$ cat config.mk
export PLATFORM = sky130hd
export DESIGN_NAME = axis_limit_stop_control
export DESIGN_NICKNAME = d
export VERILOG_FILES = /design/src/inc/axis_limit_pkg.sv /design/src/rtl/ramp_tick.sv /design/src/rtl/limit_sense.sv /design/src/rtl/axis_limit_stop_control.sv
export SDC_FILE = /design/constraint.sdc
export NUM_CORES = 1
export LEC_CHECK = 0
export BUFFER_PORTS_ARGS = -buffer_cell sky130_fd_sc_hd__buf_4
export CAP_MARGIN = 20
export CELL_PAD_IN_SITES_DETAIL_PLACEMENT = 1
export CELL_PAD_IN_SITES_GLOBAL_PLACEMENT = 1
export CORE_UTILIZATION = 43
export DETAILED_ROUTE_END_ITERATION = 16
export GPL_TIMING_DRIVEN = 0
export PLACE_DENSITY = 0.89
export RECOVER_POWER = 25
export SYNTH_ARGS = -nofsm -noshare
export SYNTH_HDL_FRONTEND = slang
export SYNTH_HIERARCHICAL = 1
export SYNTH_SLANG_ARGS = --single-unit
$ cat constraint.sdc
create_clock -name clk_i -period 11.8 [get_ports clk_i]
set_input_delay 1.77 -clock clk_i [delete_from_list [all_inputs] [get_ports clk_i]]
set_output_delay 1.77 -clock clk_i [all_outputs]
set_load 0.005 [all_outputs]
$ cat src/inc/axis_limit_pkg.sv
package axis_limit_pkg;

  // Register byte offsets
  localparam logic [7:0] OFS_CTRL      = 8'h00;
  localparam logic [7:0] OFS_DECEL     = 8'h04;
  localparam logic [7:0] OFS_LIM_DECEL = 8'h08;
  localparam logic [7:0] OFS_STATUS    = 8'h0c;
  localparam logic [7:0] OFS_IRQ_STAT  = 8'h10;
  localparam logic [7:0] OFS_IRQ_MASK  = 8'h14;
  localparam logic [7:0] OFS_FREQ      = 8'h18;

  // Control field positions
  localparam int CTRL_SEL_LSB   = 0;
  localparam int CTRL_FWD_INV   = 4;
  localparam int CTRL_REV_INV   = 5;
  localparam int CTRL_HOLD_ZERO = 6;

  // Reset values
  localparam logic [1:0]  SEL_RST       = 2'h0;
  localparam logic [15:0] DECEL_RST     = 16'h0010;
  localparam logic [15:0] LIM_DECEL_RST = 16'h0040;
  localparam logic        HOLD_ZERO_RST = 1'b0;

  // Ramp step rate: one step every RAMP_DIV cycles
  localparam int RAMP_DIV = 100;

  // Interrupt bit positions
  localparam int IRQ_FWD_LIM = 0;
  localparam int IRQ_REV_LIM = 1;
  localparam int IRQ_STOPPED = 2;
  localparam int IRQ_BAD_SEL = 3;
  localparam int IRQ_W       = 4;

  typedef enum logic [1:0] {
    ST_IDLE = 2'b00,
    ST_RUN  = 2'b01,
    ST_STOP = 2'b10,
    ST_LIM  = 2'b11
  } ramp_state_e;

  typedef struct packed {
    logic run_fwd;
    logic run_rev;
    logic lim_fwd;
    logic lim_rev;
  } contacts_s;

endpackage : axis_limit_pkg

$ cat src/rtl/ramp_tick.sv
module ramp_tick #(
  parameter int DIV = axis_limit_pkg::RAMP_DIV
) (
  input  wire logic clk_i,
  input  wire logic rst_i,
  output logic      tick_o
);
  logic [15:0] cnt_reg;
  logic [15:0] cnt_next;

  // Divider next value
  always_comb begin
    if (cnt_reg == 16'(DIV - 1)) begin
      cnt_next = 16'h0000;
    end else begin
      cnt_next = cnt_reg + 16'h0001;
    end
  end

  // Divider register
  always_ff @(posedge clk_i) begin
    if (rst_i) begin
      cnt_reg <= 16'h0000;
    end else begin
      cnt_reg <= cnt_next;
    end
  end

  assign tick_o = (cnt_reg == 16'(DIV - 1));
endmodule : ramp_tick

$ cat src/rtl/limit_sense.sv
module limit_sense (
  input  wire logic raw_i,
  input  wire logic invert_i,
  output logic      active_o
);
  // Normally open unless inverted to normally closed
  assign active_o = raw_i ^ invert_i;
endmodule : limit_sense

$ cat src/rtl/axis_limit_stop_control.sv
// Behaviour
// - Axis-limit control is permanent; no input switches back to plain mode.
// - With analog input 1, bipolar or unipolar operation follows only from the wired contacts.
// - There is no jog operation.
// - Selector 0 or 1 takes analog input 1, bipolar or unipolar.
// - Selector 2 takes analog input 2 unipolar only; 3 is invalid.
// - Limits are normally open; an invert bit of 1 makes one normally closed.
// - Run removal or falling reference ramps down at the normal rate.
// - Stopping at a travel limit uses the separate limit rate.
// - The fast ramp mode decelerates continuously.
// - Hold zero speed resets to 0, leaving the motor free.
// - Limit and run indicators are read only.
// - A limit reaching the axis end ramps the motor to zero speed.
// - The motor runs only while exactly one run contact is closed; run forward follows a bipolar reference's sign.
module axis_limit_stop_control (
  input  wire logic                      clk_i,
  input  wire logic                      rst_i,
  input  wire logic [7:0]                wb_adr_i,
  input  wire logic [31:0]               wb_dat_i,
  input  wire logic [3:0]                wb_sel_i,
  input  wire logic                      wb_we_i,
  input  wire logic                      wb_cyc_i,
  input  wire logic                      wb_stb_i,
  output logic      [31:0]               wb_dat_o,
  output logic                           wb_ack_o,
  input  wire axis_limit_pkg::contacts_s contacts_i,
  input  wire logic signed [15:0]        ain1_i,
  input  wire logic [15:0]               ain2_i,
  output logic signed [15:0]             freq_o,
  output logic                           hold_torque_o,
  output logic                           irq_o
);
  localparam int IRQ_W_L = axis_limit_pkg::IRQ_W;

  logic [1:0]             sel_reg, sel_next;
  logic                   fwd_inv_reg, fwd_inv_next;
  logic                   rev_inv_reg, rev_inv_next;
  logic                   hold_reg, hold_next;
  logic [15:0]            decel_reg, decel_next;
  logic [15:0]            lim_decel_reg, lim_decel_next;
  logic [IRQ_W_L-1:0]     ist_reg, ist_next;
  logic [IRQ_W_L-1:0]     imask_reg, imask_next;
  logic                   ack_reg, ack_next;
  logic [31:0]            rdat_reg, rdat_next;
  logic signed [15:0]     freq_reg, freq_next;
  axis_limit_pkg::ramp_state_e st_reg, st_next;
  logic                   lf_prev_reg, lr_prev_reg;
  logic                   lim_fwd, lim_rev, tick;
  logic signed [15:0]     ref_raw, target;
  logic                   wr, rd, bad_sel;
  logic [IRQ_W_L-1:0]     ev;

  ramp_tick u_tick (
    .clk_i  (clk_i),
    .rst_i  (rst_i),
    .tick_o (tick)
  );

  limit_sense u_lf (
    .raw_i    (contacts_i.lim_fwd),
    .invert_i (fwd_inv_reg),
    .active_o (lim_fwd)
  );

  limit_sense u_lr (
    .raw_i    (contacts_i.lim_rev),
    .invert_i (rev_inv_reg),
    .active_o (lim_rev)
  );

  // Reference source selection; no mode or jog input exists
  always_comb begin
    bad_sel = 1'b0;
    case (sel_reg)
      2'h0, 2'h1: ref_raw = ain1_i;
      2'h2: ref_raw = $signed({1'b0, ain2_i[15:1]});
      default: begin
        ref_raw = 16'sh0000;
        bad_sel = 1'b1;
      end
    endcase
  end

  // Target from run contacts and limits; bipolar sign from reference
  always_comb begin
    target = 16'sh0000;
    if (contacts_i.run_fwd && !contacts_i.run_rev) begin
      target = ref_raw;
    end else if (contacts_i.run_rev && !contacts_i.run_fwd) begin
      target = (ref_raw < 0) ? 16'sh0000 : -ref_raw;
    end
    if (target > 0 && lim_fwd) begin
      target = 16'sh0000;
    end
    if (target < 0 && lim_rev) begin
      target = 16'sh0000;
    end
  end

  // Fast ramp: step toward target each tick, limit rate when moving into an active limit
  always_comb begin
    logic [15:0] rate;
    logic signed [16:0] diff;
    logic signed [16:0] step;
    rate = decel_reg;
    diff = 17'(target) - 17'(freq_reg);
    step = 17'sh00000;
    st_next = st_reg;
    freq_next = freq_reg;
    if ((freq_reg > 0 && lim_fwd) || (freq_reg < 0 && lim_rev)) begin
      st_next = axis_limit_pkg::ST_LIM;
      rate = lim_decel_reg;
    end else if (target == 16'sh0000 && freq_reg != 16'sh0000) begin
      st_next = axis_limit_pkg::ST_STOP;
    end else if (freq_reg == 16'sh0000 && target == 16'sh0000) begin
      st_next = axis_limit_pkg::ST_IDLE;
    end else begin
      st_next = axis_limit_pkg::ST_RUN;
    end
    // Signed step so a falling ramp never compares as unsigned
    step = $signed({1'b0, rate});
    if (tick) begin
      if (diff > step) begin
        freq_next = 16'(17'(freq_reg) + step);
      end else if (diff < -step) begin
        freq_next = 16'(17'(freq_reg) - step);
      end else begin
        freq_next = target;
      end
    end
  end

  always_ff @(posedge clk_i) begin
    if (rst_i) begin
      st_reg      <= axis_limit_pkg::ST_IDLE;
      freq_reg    <= 16'sh0000;
      lf_prev_reg <= 1'b0;
      lr_prev_reg <= 1'b0;
    end else begin
      st_reg      <= st_next;
      freq_reg    <= freq_next;
      lf_prev_reg <= lim_fwd;
      lr_prev_reg <= lim_rev;
    end
  end

  // Events
  always_comb begin
    ev = '0;
    ev[axis_limit_pkg::IRQ_FWD_LIM] = lim_fwd && !lf_prev_reg;
    ev[axis_limit_pkg::IRQ_REV_LIM] = lim_rev && !lr_prev_reg;
    ev[axis_limit_pkg::IRQ_STOPPED] = (freq_reg != 16'sh0000) &&
                                      (freq_next == 16'sh0000);
    ev[axis_limit_pkg::IRQ_BAD_SEL] = bad_sel;
  end

  assign wr = wb_cyc_i && wb_stb_i && wb_we_i && !ack_reg;
  assign rd = wb_cyc_i && wb_stb_i && !wb_we_i && !ack_reg;

  // Register file next values; indicators have no write path
  always_comb begin
    sel_next       = sel_reg;
    fwd_inv_next   = fwd_inv_reg;
    rev_inv_next   = rev_inv_reg;
    hold_next      = hold_reg;
    decel_next     = decel_reg;
    lim_decel_next = lim_decel_reg;
    imask_next     = imask_reg;
    ist_next       = ist_reg;
    rdat_next      = 32'h0000_0000;
    ack_next       = wb_cyc_i && wb_stb_i && !ack_reg;
    if (wr) begin
      case (wb_adr_i)
        axis_limit_pkg::OFS_CTRL: if (wb_sel_i[0]) begin
          sel_next     = wb_dat_i[axis_limit_pkg::CTRL_SEL_LSB +: 2];
          fwd_inv_next = wb_dat_i[axis_limit_pkg::CTRL_FWD_INV];
          rev_inv_next = wb_dat_i[axis_limit_pkg::CTRL_REV_INV];
          hold_next    = wb_dat_i[axis_limit_pkg::CTRL_HOLD_ZERO];
        end
        axis_limit_pkg::OFS_DECEL: begin
          if (wb_sel_i[0]) decel_next[7:0]  = wb_dat_i[7:0];
          if (wb_sel_i[1]) decel_next[15:8] = wb_dat_i[15:8];
        end
        axis_limit_pkg::OFS_LIM_DECEL: begin
          if (wb_sel_i[0]) lim_decel_next[7:0]  = wb_dat_i[7:0];
          if (wb_sel_i[1]) lim_decel_next[15:8] = wb_dat_i[15:8];
        end
        axis_limit_pkg::OFS_IRQ_STAT: if (wb_sel_i[0]) begin
          ist_next = ist_reg & ~wb_dat_i[IRQ_W_L-1:0];
        end
        axis_limit_pkg::OFS_IRQ_MASK: if (wb_sel_i[0]) begin
          imask_next = wb_dat_i[IRQ_W_L-1:0];
        end
        default: ;
      endcase
    end
    ist_next = ist_next | ev;           // Set wins over clear
    if (rd) begin
      case (wb_adr_i)
        axis_limit_pkg::OFS_CTRL: rdat_next = {25'h0, hold_reg,
          rev_inv_reg, fwd_inv_reg, 2'h0, sel_reg};
        axis_limit_pkg::OFS_DECEL:     rdat_next = {16'h0, decel_reg};
        axis_limit_pkg::OFS_LIM_DECEL: rdat_next = {16'h0, lim_decel_reg};
        axis_limit_pkg::OFS_STATUS: rdat_next = {26'h0, st_reg,
          lim_rev, contacts_i.run_rev, contacts_i.run_fwd, lim_fwd};
        axis_limit_pkg::OFS_IRQ_STAT: rdat_next = {28'h0, ist_reg};
        axis_limit_pkg::OFS_IRQ_MASK: rdat_next = {28'h0, imask_reg};
        axis_limit_pkg::OFS_FREQ: rdat_next = {16'h0, freq_reg};
        default: rdat_next = 32'h0000_0000;
      endcase
    end
  end

  always_ff @(posedge clk_i) begin
    if (rst_i) begin
      sel_reg       <= axis_limit_pkg::SEL_RST;
      fwd_inv_reg   <= 1'b0;
      rev_inv_reg   <= 1'b0;
      hold_reg      <= axis_limit_pkg::HOLD_ZERO_RST;
      decel_reg     <= axis_limit_pkg::DECEL_RST;
      lim_decel_reg <= axis_limit_pkg::LIM_DECEL_RST;
      ist_reg       <= '0;
      imask_reg     <= '0;
      ack_reg       <= 1'b0;
      rdat_reg      <= 32'h0000_0000;
    end else begin
      sel_reg       <= sel_next;
      fwd_inv_reg   <= fwd_inv_next;
      rev_inv_reg   <= rev_inv_next;
      hold_reg      <= hold_next;
      decel_reg     <= decel_next;
      lim_decel_reg <= lim_decel_next;
      ist_reg       <= ist_next;
      imask_reg     <= imask_next;
      ack_reg       <= ack_next;
      rdat_reg      <= rdat_next;
    end
  end

  assign wb_ack_o      = ack_reg;
  assign wb_dat_o      = rdat_reg;
  assign freq_o        = freq_reg;
  assign hold_torque_o = hold_reg && (freq_reg == 16'sh0000);
  assign irq_o         = |(ist_reg & imask_reg);
endmodule : axis_limit_stop_control

==> results.md, run 1 <==
- Yosys top cell area share: 0.217
- Setup Skew: 9.96 ps
- Critical path data arrival time: 11,280 ps
- CP delay by family, top: compound AO/OA/AOI/OAI gates
- Sequential share of the synthesized area: 0.217
- Hold Buf Count CTS: 0
- Layout net count: 1,463
- Critical-path maximum fanout: 10
- Fin Setup TNS: 0 ps
- All-Layer GR Usage: 0.318
- Fin crit period: 11,030 ps
- Count of flip-flops with a built-in enable after synthesis: 0
- GRT overflow: 0
- Yosys warnings: 6
- Layout area overhead: 15.7%
- Area of the mapped netlist: 0.00903 mm²
- Startpoint Class: input pin
- Start of the worst register-to-register path: sel_reg[0]
- Hold Fails Final Rpt: 0
- Switching Fraction: 0.351
- Post-cts sizing count: 0
- Clock power share: 0.334
- CTS Buf Count: 9
- CP Launch Point: ain2_i[1]
- Post-DRT Antenna Nets: 0
- Drt total wl: 34.6 mm
- Setup CP Type: in -> reg
- Number of diodes: 0
- Max_slew headroom: 0.286
- FP Rows: 52
- Final Max Tran Viols: 0
- Crit-path max cell delay: 710 ps
- Global-route wire length before repair: 53.7 mm
- Initial Utilization: 0.442
- Status: finished clean
- Distinct cell type count after synthesis: 88
- Vias in the first global route: 9,834
- CTS H-tree lvls: 3
- Clk pin slew, worst setup/hold paths: 70 ps
- Worst reg2reg endpoint: ist_reg[2]
- PD cells: 89.3 mW/mm²
- Worst Tran Pin Value: 1070 ps
- Detailed-route via count: 9,841
- Crit-path slowest cell: a211oi_1
- Initial antenna violation count: 0
- Syn Area/Cell: 7.74 µm²
- 1st-iter DRT viols: 620
- Synth area leader: dfxtp_1
- R2r worst-path depth: 38
- Switching pwr: 328 µW
- CTS root buffer: clkbuf_16
- Largest net degree at the start of global routing: 18
- HP Class: reg -> reg
- Setup bufs post-CTS: 0
- Die Footprint: 0.0216 mm²
- FF-to-FF setup slack: 1640 ps
- Synthesized flop and latch total: 98
- Drt first pass iters: 5
- CTS max path bufs: 2
- P_int: 606 µW
- Share of layout cells above drive strength 1: 0.132
- Capture point of the worst path: ist_reg[2]
- Vias/cell: 6.28
- Die Height: 147 µm
- Combinational share of power: 0.308
- Sequential share of power: 0.358
- Core Area: 0.0204 mm²
- Max cap viols: 0
- Ports: 136
- Crit share post-route: 0.935
- Final Power: 934 µW
- Leakage: 0.00458 µW
- Unrepaired setup endpoints after global routing: no
- CP required: 12,050 ps
- Max Clock Freq: 90.7 MHz
- Final setup fails: 0
- Worst skew pair latency: 370 ps
- Placer Congestion: 0.931
- CTS tree: yes
- IO Port Bufs: 98
- Post-synthesis cell count: 1,168
- Prevailing post-synth register cell: dfxtp_1
- CP Buf/Inv Count: 3
- Wire length per cell: 22.1 µm
- Synth top area cells: dfxtp_1, ha_1, mux2i_1
- CP Capture Type: flip-flop
- Asr flop ratio synth: 0
- Die Span X: 147 µm
- Sink Count: 98
- Critical path depth: 39
- Final HPWL DP: 27.5 mm
- Residual DRC: 0
- Maximum VDD drop: 0.0668 mV
## worst min-delay path by stage
| stage | startpoint | to | slack, ps | depth (start not counted) |
|---|---|---|---|---|
| finish | wb_ack_o | wb_ack_o | 500 | 1 |
| global placement | wb_ack_o | wb_ack_o | 470 | 1 |
| CTS | wb_ack_o | wb_ack_o | 490 | 1 |
| detailed placement | wb_ack_o | wb_ack_o | 470 | 1 |
| global route | decel_reg[15] | wb_dat_o[15] | 510 | 2 |
| floorplan | decel_reg[13] | wb_dat_o[13] | 440 | 2 |
## routing by layer
layer  global-route usage  vias up  routed length, µm
li1                     -     4485                  -
met1                0.389     4822              14400
met5                    0        -                  0
met2                0.542      424              16400
met3               0.0506      110               2250
met4                0.154        0               1600
## cell type report
class / instances / area (µm²)
Buffer: 62 / 310
Clock buffer: 10 / 229
Tap cell: 270 / 338
Inverter: 61 / 229
Multi-Input combinational cell: 962 / 6570
Clock inverter: 6 / 70.1
Sequential cell: 98 / 1960
Fill cell: 2601 / 9980
Timing Repair Buffer: 99 / 744
## worst register-to-register path, delay by kind of cell, from the launching register on
family,cells,cell delay (ps)
fa+ha+maj,3,840
simple gates,14,3090
xor+xnor,1,180
compound gates,18,4700
buf+inv,2,680
flops,1,550
## cells in the mapped netlist, drive strengths merged, types with 21 or more instances
master	count
a21oi	66
a22oi	22
a31oi	21
buf	26
clkbuf	36
dfxtp	98
ha	82
inv	61
mux2i	67
nand2	69
nand3	31
nand4	25
nor2	166
nor2b	31
nor3	37
o21ai	35
xnor2	44
## cell usage in the layout (no fill, tap or decap), drive strengths merged, types with 5 or more instances in the layout
master / Yosys / layout
a211oi: 11 / 11
a21o: 10 / 10
a21oi: 66 / 66
a221oi: 6 / 6
a22o: 7 / 7
a22oi: 22 / 22
a31oi: 21 / 21
and2: 9 / 9
and3: 12 / 12
and4: 6 / 6
buf: 26 / 107
clkbuf: 36 / 63
conb: 1 / 16
dfxtp: 98 / 98
ha: 82 / 82
inv: 61 / 64
mux2i: 67 / 67
nand2: 69 / 69
nand2b: 11 / 11
nand3: 31 / 31
nand3b: 8 / 8
nand4: 25 / 25
nor2: 166 / 166
nor2b: 31 / 31
nor3: 37 / 37
nor4: 20 / 20
o211ai: 10 / 10
o21a: 9 / 9
o21ai: 35 / 35
o21bai: 6 / 6
o22ai: 13 / 13
o31ai: 5 / 5
or2: 6 / 6
or3: 10 / 10
or4: 9 / 9
xnor2: 44 / 44
xor2: 15 / 15
## stage by stage
stage	util	setup WS, ps	instances	hold slack, ps	instance area (µm²)
2_1_floorplan	-	2920	1183	444	9090
3_3_place_gp	0.498	419	1551	471	10200
3_5_place_dp	0.498	325	1551	473	10200
4_1_cts	0.512	410	1567	489	10500
5_1_grt	0.512	113	1568	515	10500
6_report	0.512	772	1568	496	10500
## cell families after synthesis
group / share of synthesized area
AOI/OAI and AO/OA: 0.214
xor gates and xnor gates: 0.0572
adders and majority gates: 0.120
buffers and inverters: 0.0623
DFF: 0.217
muxes: 0.0792
other: 0.000415
and+or+nand+nor: 0.250
## power groups by stage
| stage | Sequential, µW | Combinational (µW) | Clock, µW |
|---|---|---|---|
| 2_1_floorplan | 342 | 184 | 0 |
| 3_3_place_gp | 342 | 267 | 0 |
| 3_5_place_dp | 342 | 275 | 0 |
| 4_1_cts | 334 | 279 | 314 |
| 5_1_grt | 335 | 309 | 325 |
| 6_report | 335 | 287 | 312 |
(Power assumes the default switching activity.)
==> inputs of run 2 (changes only) <==
--- a/config.mk
+++ b/config.mk
@@ -6,7 +6,7 @@
 export NUM_CORES = 1
 export LEC_CHECK = 0
 export BUFFER_PORTS_ARGS = -buffer_cell sky130_fd_sc_hd__buf_4
-export CAP_MARGIN = 20
+export CAP_MARGIN = 25
 export CELL_PAD_IN_SITES_DETAIL_PLACEMENT = 1
 export CELL_PAD_IN_SITES_GLOBAL_PLACEMENT = 1
 export CORE_UTILIZATION = 43
==> constraint.sdc (replaced) <==
create_clock -name clk_i -period 11.8 [get_ports clk_i]
set_input_delay 1.18 -clock clk_i [delete_from_list [all_inputs] [get_ports clk_i]]
set_output_delay 1.18 -clock clk_i [all_outputs]
set_load 0.005 [all_outputs]
==> run 2 against run 1 <==
  * Utilization about the same
  * Non-clock buffer count unchanged
  * Power about the same
  * Clock power about the same
  * Register-to-register slack about the same
  * Clock skew up 0.59 ps
  * Wire length about the same
  * Sequential power about the same
  * Setup slack better by 590 ps
  * Global-route usage unchanged
  * First-iteration DRC count down 2.6%
  * Via count up 0.13%
  * Largest cell class unchanged
==> results.md, run 2 (synthesis results as in run 1) <==
- Worst Tran Pin Value: 1070 ps (+7.77 ps)
- Critical-path maximum fanout: 10 (unchanged)
- Initial antenna violation count: 0 (unchanged)
- Switching Fraction: 0.351 (about the same)
- Crit share post-route: 0.884 (-0.0504)
- Setup bufs post-CTS: 0 (unchanged)
- Layout net count: 1,463 (unchanged)
- Die Footprint: 0.0216 mm² (unchanged)
- Share of layout cells above drive strength 1: 0.130 (-0.00154)
- Fin Setup TNS: 0 ps (unchanged)
- Global-route wire length before repair: 53.7 mm (unchanged)
- Vias/cell: 6.28 (+0.13%)
- Final setup fails: 0 (unchanged)
- Switching pwr: 328 µW (about the same)
- Wire length per cell: 22.1 µm (about the same)
- Post-cts sizing count: 0 (unchanged)
- Most common cell after layout, fill and taps aside: nor2_1
- Most frequent cells in the layout: nor2_1, dfxtp_1, buf_4
- Clock power share: 0.334 (about the same)
- CTS max path bufs: 2 (unchanged)
- Max Clock Freq: 95.8 MHz (+5.7%)
- CTS Buf Count: 9 (unchanged)
- Hold Fails Final Rpt: 0 (unchanged)
- Final HPWL DP: 27.5 mm (unchanged)
- Ports: 136 (unchanged)
- GRT overflow: 0 (unchanged)
- Placer Congestion: 0.931 (unchanged)
- Sequential share of power: 0.358 (about the same)
- Max_slew headroom: 0.281 (-0.00521)
- Die Span X: 147 µm (unchanged)
- Register Area: 0.00196 mm² (unchanged)
- Max cap viols: 0 (unchanged)
- Vias in the first global route: 9,834 (unchanged)
- Maximum VDD drop: 0.0671 mV (+0.53%)
- Setup Skew: 10.5 ps (+0.592 ps)
- Multi-input logic area: 0.00657 mm² (about the same)
- CP required: 12,050 ps (about the same)
- Largest net degree at the start of global routing: 18 (unchanged)
- Post-DRT Antenna Nets: 0 (unchanged)
- FP Rows: 52 (unchanged)
- Dpl cell area: 0.0102 mm² (unchanged)
- Detailed-route via count: 9,854 (+0.13%)
- Number of diodes: 0 (unchanged)
- Combinational share of power: 0.308 (about the same)
- FF-to-FF setup slack: 1640 ps (about the same)
- Worst reg2reg endpoint: ist_reg[2]
- All-Layer GR Usage: 0.318 (unchanged)
- 1st-iter DRT viols: 604 (-2.6%)
- Capture point of the worst path: ist_reg[2]
- Initial Utilization: 0.442 (unchanged)
- Critical path data arrival time: 10,680 ps (-600 ps)
- Crit-path max cell delay: 710 ps (about the same)
- CTS tree: yes
- Die Height: 147 µm (unchanged)
- CP Launch Point: ain2_i[1]
- Setup CP Type: in -> reg
- Sink Count: 98 (unchanged)
- Final Max Tran Viols: 0 (unchanged)
- P_int: 606 µW (about the same)
- Residual DRC: 0 (unchanged)
- Start of the worst register-to-register path: sel_reg[0]
- Drt total wl: 34.6 mm (about the same)
- IO Port Bufs: 98 (unchanged)
- Drt first pass iters: 5 (unchanged)
- Startpoint Class: input pin
- CTS H-tree lvls: 3 (unchanged)
- PD cells: 89.4 mW/mm² (+0.10%)
- Design Area, Final: 0.0104 mm² (about the same)
- HP Class: reg -> reg
- Layout area overhead: 15.6% (about the same)
- Hold Buf Count CTS: 0 (unchanged)
- Clk pin slew, worst setup/hold paths: 70 ps (about the same)
- Crit-path slowest cell: a211oi_1
- CP Capture Type: flip-flop
- Core Area: 0.0204 mm² (unchanged)
- Fin crit period: 10,430 ps (-594 ps)
- Fill cells: 2,599 (-0.077%)
- Status: finished clean
- CTS root buffer: clkbuf_16
- Leakage: 0.00457 µW (-0.15%)
- Unrepaired setup endpoints after global routing: no
- R2r worst-path depth: 38 (unchanged)
- Worst skew pair latency: 370 ps (about the same)
## run 2: cell types whose count changed in the layout (fill, tap and decap cells not counted), sizes merged
cell	delta
buf	-3
clkbuf	+3
## run 2: power by group through the flow
stage | sequential (µW) | clock (µW) | combinational (µW)
after floorplan | 342 | 0 | 184
after global placement | 342 | 0 | 267
after detailed placement | 342 | 0 | 275
after CTS | 334 | 314 | 279
after global routing | 335 | 325 | 309
final | 335 | 312 | 287
## run 2: cell type report
cell class	count	share of cell area
timing repair buffer	99	0.0709
tap	270	0.0323
inverter	61	0.0219
sequential	98	0.188
buffer	62	0.0297
multi-input combinational	962	0.629
clock buffer	10	0.0219
clock inverter	6	0.00671
## run 2: worst min path at each step
stage	startpoint	endpoint	depth (start not counted)
finish	wb_ack_o	wb_ack_o	1
global placement	wb_ack_o	wb_ack_o	1
detailed placement	wb_ack_o	wb_ack_o	1
floorplan	decel_reg[13]	wb_dat_o[13]	2
CTS	wb_ack_o	wb_ack_o	1
global route	decel_reg[15]	wb_dat_o[15]	2
## run 2: per-stage QoR
step	std cells	power (µW)	hold slack (ps)	worst slack, ps	util
detailed placement	1551	617	473	915	0.498
CTS	1567	927	489	1000	0.512
finish	1568	934	487	1370	0.511
floorplan	1183	526	444	3510	-
global placement	1551	609	471	1010	0.498
global route	1568	969	515	703	0.511
## run 2: worst max-delay path, delay by kind of cell
| kind | cells | cell delay (ps) |
|---|---|---|
| compound gates | 18 | 4700 |
| xor+xnor | 1 | 180 |
| fa+ha+maj | 3 | 840 |
| buf+inv | 3 | 790 |
| simple gates | 14 | 2960 |
## run 2: per-layer routing
| metal | up-vias | routed length [µm] | track usage |
|---|---|---|---|
| met5 | - | 0 | 0 |
| met4 | 0 | 1630 | 0.154 |
| met3 | 110 | 2270 | 0.0506 |
| met2 | 431 | 16300 | 0.542 |
| met1 | 4829 | 14400 | 0.389 |
| li1 | 4484 | - | - |
==> inputs of run 3 (changes only) <==
==> constraint.sdc (replaced) <==
create_clock -name clk_i -period 11.8 [get_ports clk_i]
set_input_delay 2.36 -clock clk_i [delete_from_list [all_inputs] [get_ports clk_i]]
set_output_delay 2.36 -clock clk_i [all_outputs]
set_load 0.005 [all_outputs]
==> run 3 against run 2 <==
  * Clock power is essentially flat
  * Clock-buffer cell count did not move
  * Worst hold slack better by 4.6 ps
  * Combinational power hardly changed
  * Power barely moved
  * Largest cell class unchanged
  * Highest routed layer unchanged
==> results.md, run 3 (synthesis results as in run 1) <==
- Status: finished clean
- Post-DRT Antenna Nets: 0 (unchanged)
- Most common cell after layout, fill and taps aside: nor2_1
- CTS tree: yes
- Maximum VDD drop: 0.0660 mV (-1.7%)
- Unrepaired setup endpoints after global routing: no
- Initial Utilization: 0.442 (unchanged)
- CTS root buffer: clkbuf_16
- Start of the worst register-to-register path: sel_reg[0]
- Die Height: 147 µm (unchanged)
- Critical-path maximum fanout: 10 (unchanged)
- Critical path's most frequent cell: o21ai_0
- Startpoint Class: input pin
- Layout net count: 1,462 (-0.068%)
- All-Layer GR Usage: 0.318 (about the same)
- Setup CP Type: in -> reg
- GRT overflow: 0 (unchanged)
- Final Instance Count excl. Fillers: 1,567 (-0.064%)
- Crit-path slowest cell: a31oi_1
- Worst reg2reg endpoint: ist_reg[2]
- Placed instance count: 1,551 (unchanged)
- FF-to-FF setup slack: 2090 ps (+450 ps)
- Hold path depth: 1 (unchanged)
- CP required: 12,040 ps (about the same)
- Setup Skew: 11.1 ps (+0.579 ps)
- Dpl cell area: 0.0102 mm² (unchanged)
- Global-route wire length before repair: 53.8 mm (about the same)
- CTS H-tree lvls: 3 (unchanged)
- Vias/cell: 6.25 (-0.51%)
- Detailed-route via count: 9,797 (-0.58%)
- Final Max Tran Viols: 0 (unchanged)
- Layout area overhead: 15.8%
- Hold Fails Final Rpt: 0 (unchanged)
- Max_slew headroom: 0.281 (+0.000895)
- Placer Congestion: 0.931 (unchanged)
- Drt total wl: 34.5 mm (-0.26%)
- Leakage: 0.00457 µW (about the same)
- Crit-path max cell delay: 580 ps (-130 ps)
- CTS max path bufs: 2 (unchanged)
- FP Rows: 52 (unchanged)
- CP Capture Type: flip-flop
- Max cap viols: 0 (unchanged)
- Vias in the first global route: 9,846 (+0.12%)
- Core Area: 0.0204 mm² (unchanged)
- 1st-iter DRT viols: 603 (-0.17%)
- Fill cells: 2,601 (+0.077%)
- Final HPWL DP: 27.5 mm (unchanged)
- Min-Delay Endpoint: wb_ack_o
- Die Span X: 147 µm (unchanged)
- Sink Count: 98 (unchanged)
- Share of layout cells above drive strength 1: 0.136 (+0.00627)
- PD cells: 89.3 mW/mm² (-0.12%)
- Fin crit period: 11,180 ps (+749 ps)
- Worst skew pair latency: 360 ps (about the same)
- Critical path data arrival time: 11,430 ps (+750 ps)
- Design Area, Final: 0.0105 mm² (+0.20%)
- HP Class: reg -> reg
- R2r worst-path depth: 38 (unchanged)
- Wire length per cell: 22.0 µm (-0.19%)
- Min-delay src: wb_ack_o
- Initial antenna violation count: 0 (unchanged)
- Setup bufs post-CTS: 0 (unchanged)
- Ports: 136 (unchanged)
- Number of diodes: 0 (unchanged)
- Die Footprint: 0.0216 mm² (unchanged)
- Drt first pass iters: 7 (+2)
- IO Port Bufs: 98 (unchanged)
- Final core occ: 0.512 (+0.00104)
- Final setup fails: 0 (unchanged)
- Most frequent cells in the layout: nor2_1, buf_4, dfxtp_1
- Final Power: 935 µW (about the same)
- CTS Buf Count: 9 (unchanged)
- Residual DRC: 0 (unchanged)
- Crit share post-route: 0.948 (+0.0635)
- Clk pin slew, worst setup/hold paths: 70 ps (about the same)
- Worst Tran Pin Value: 1070 ps (-1.34 ps)
- Max Clock Freq: 89.4 MHz (-6.7%)
- Largest net degree at the start of global routing: 18 (unchanged)
[run 3: cell types whose count changed in the layout (fill, tap and decap cells not counted), sizes merged]
| cell | delta |
|---|---|
| dlymetal6s2s | -1 |
| buf | +3 |
| clkbuf | -3 |
[run 3: worst max-delay path by stage]
stage          startpoint    endpoint  slack (ps)
6_report        ain2_i[1]  ist_reg[2]         620
5_1_grt         ain2_i[1]  ist_reg[2]          70
4_1_cts         ain2_i[1]  ist_reg[2]         150
3_5_place_dp    ain2_i[1]  ist_reg[2]        -260
3_3_place_gp    ain2_i[1]  ist_reg[2]        -170
2_1_floorplan   ain2_i[1]  ist_reg[2]        2330
[run 3: final cells by class]
| class | count | area [µm²] | area share |
|---|---|---|---|
| tap | 270 | 338 | 0.0323 |
| clock buffer | 10 | 229 | 0.0219 |
| clock inverter | 6 | 70.1 | 0.00670 |
| multi-input combinational | 962 | 6590 | 0.630 |
| sequential | 98 | 1960 | 0.187 |
| inverter | 61 | 229 | 0.0219 |
| timing repair buffer | 98 | 732 | 0.0699 |
| buffer | 62 | 312 | 0.0298 |
[run 3: worst max-delay path, delay by kind of cell]
kind            cells  cell delay (ps)
fa+ha+maj           3              840
buf+inv             3              680
xor+xnor            1              180
simple gates       12             2440
compound gates     20             4940
[run 3: what timing repair did]
item,in CTS,in global routing
pin swaps,0,1
setup endpoints to repair,1,6
resized for setup,1,7
hold buffers,0,0
[run 3: layer usage]
metal | part of all wire | vias to the layer above | GRT usage
li1 | - | 4485 | -
met1 | 0.42 | 4799 | 0.391
met2 | 0.48 | 408 | 0.540
met3 | 0.060 | 105 | 0.0491
met4 | 0.045 | 0 | 0.158
met5 | 0 | - | 0
[run 3: power breakdown]
group	internal [µW]	leakage (µW)	switching, µW	total, µW
combinational	106	0.00363	183	289
clock	167	0.000148	144	311
sequential	333	0.000791	1.74	335
total	606	0.00457	328	935
[run 3: through the flow]
step	TNS, ps	setup slack (ps)	hold WS [ps]
final	0	617	492
after global routing	0	68.6	515
after CTS	0	149	489
after detailed placement	-265	-265	473
after global placement	-171	-171	471
after floorplan	0	2330	444
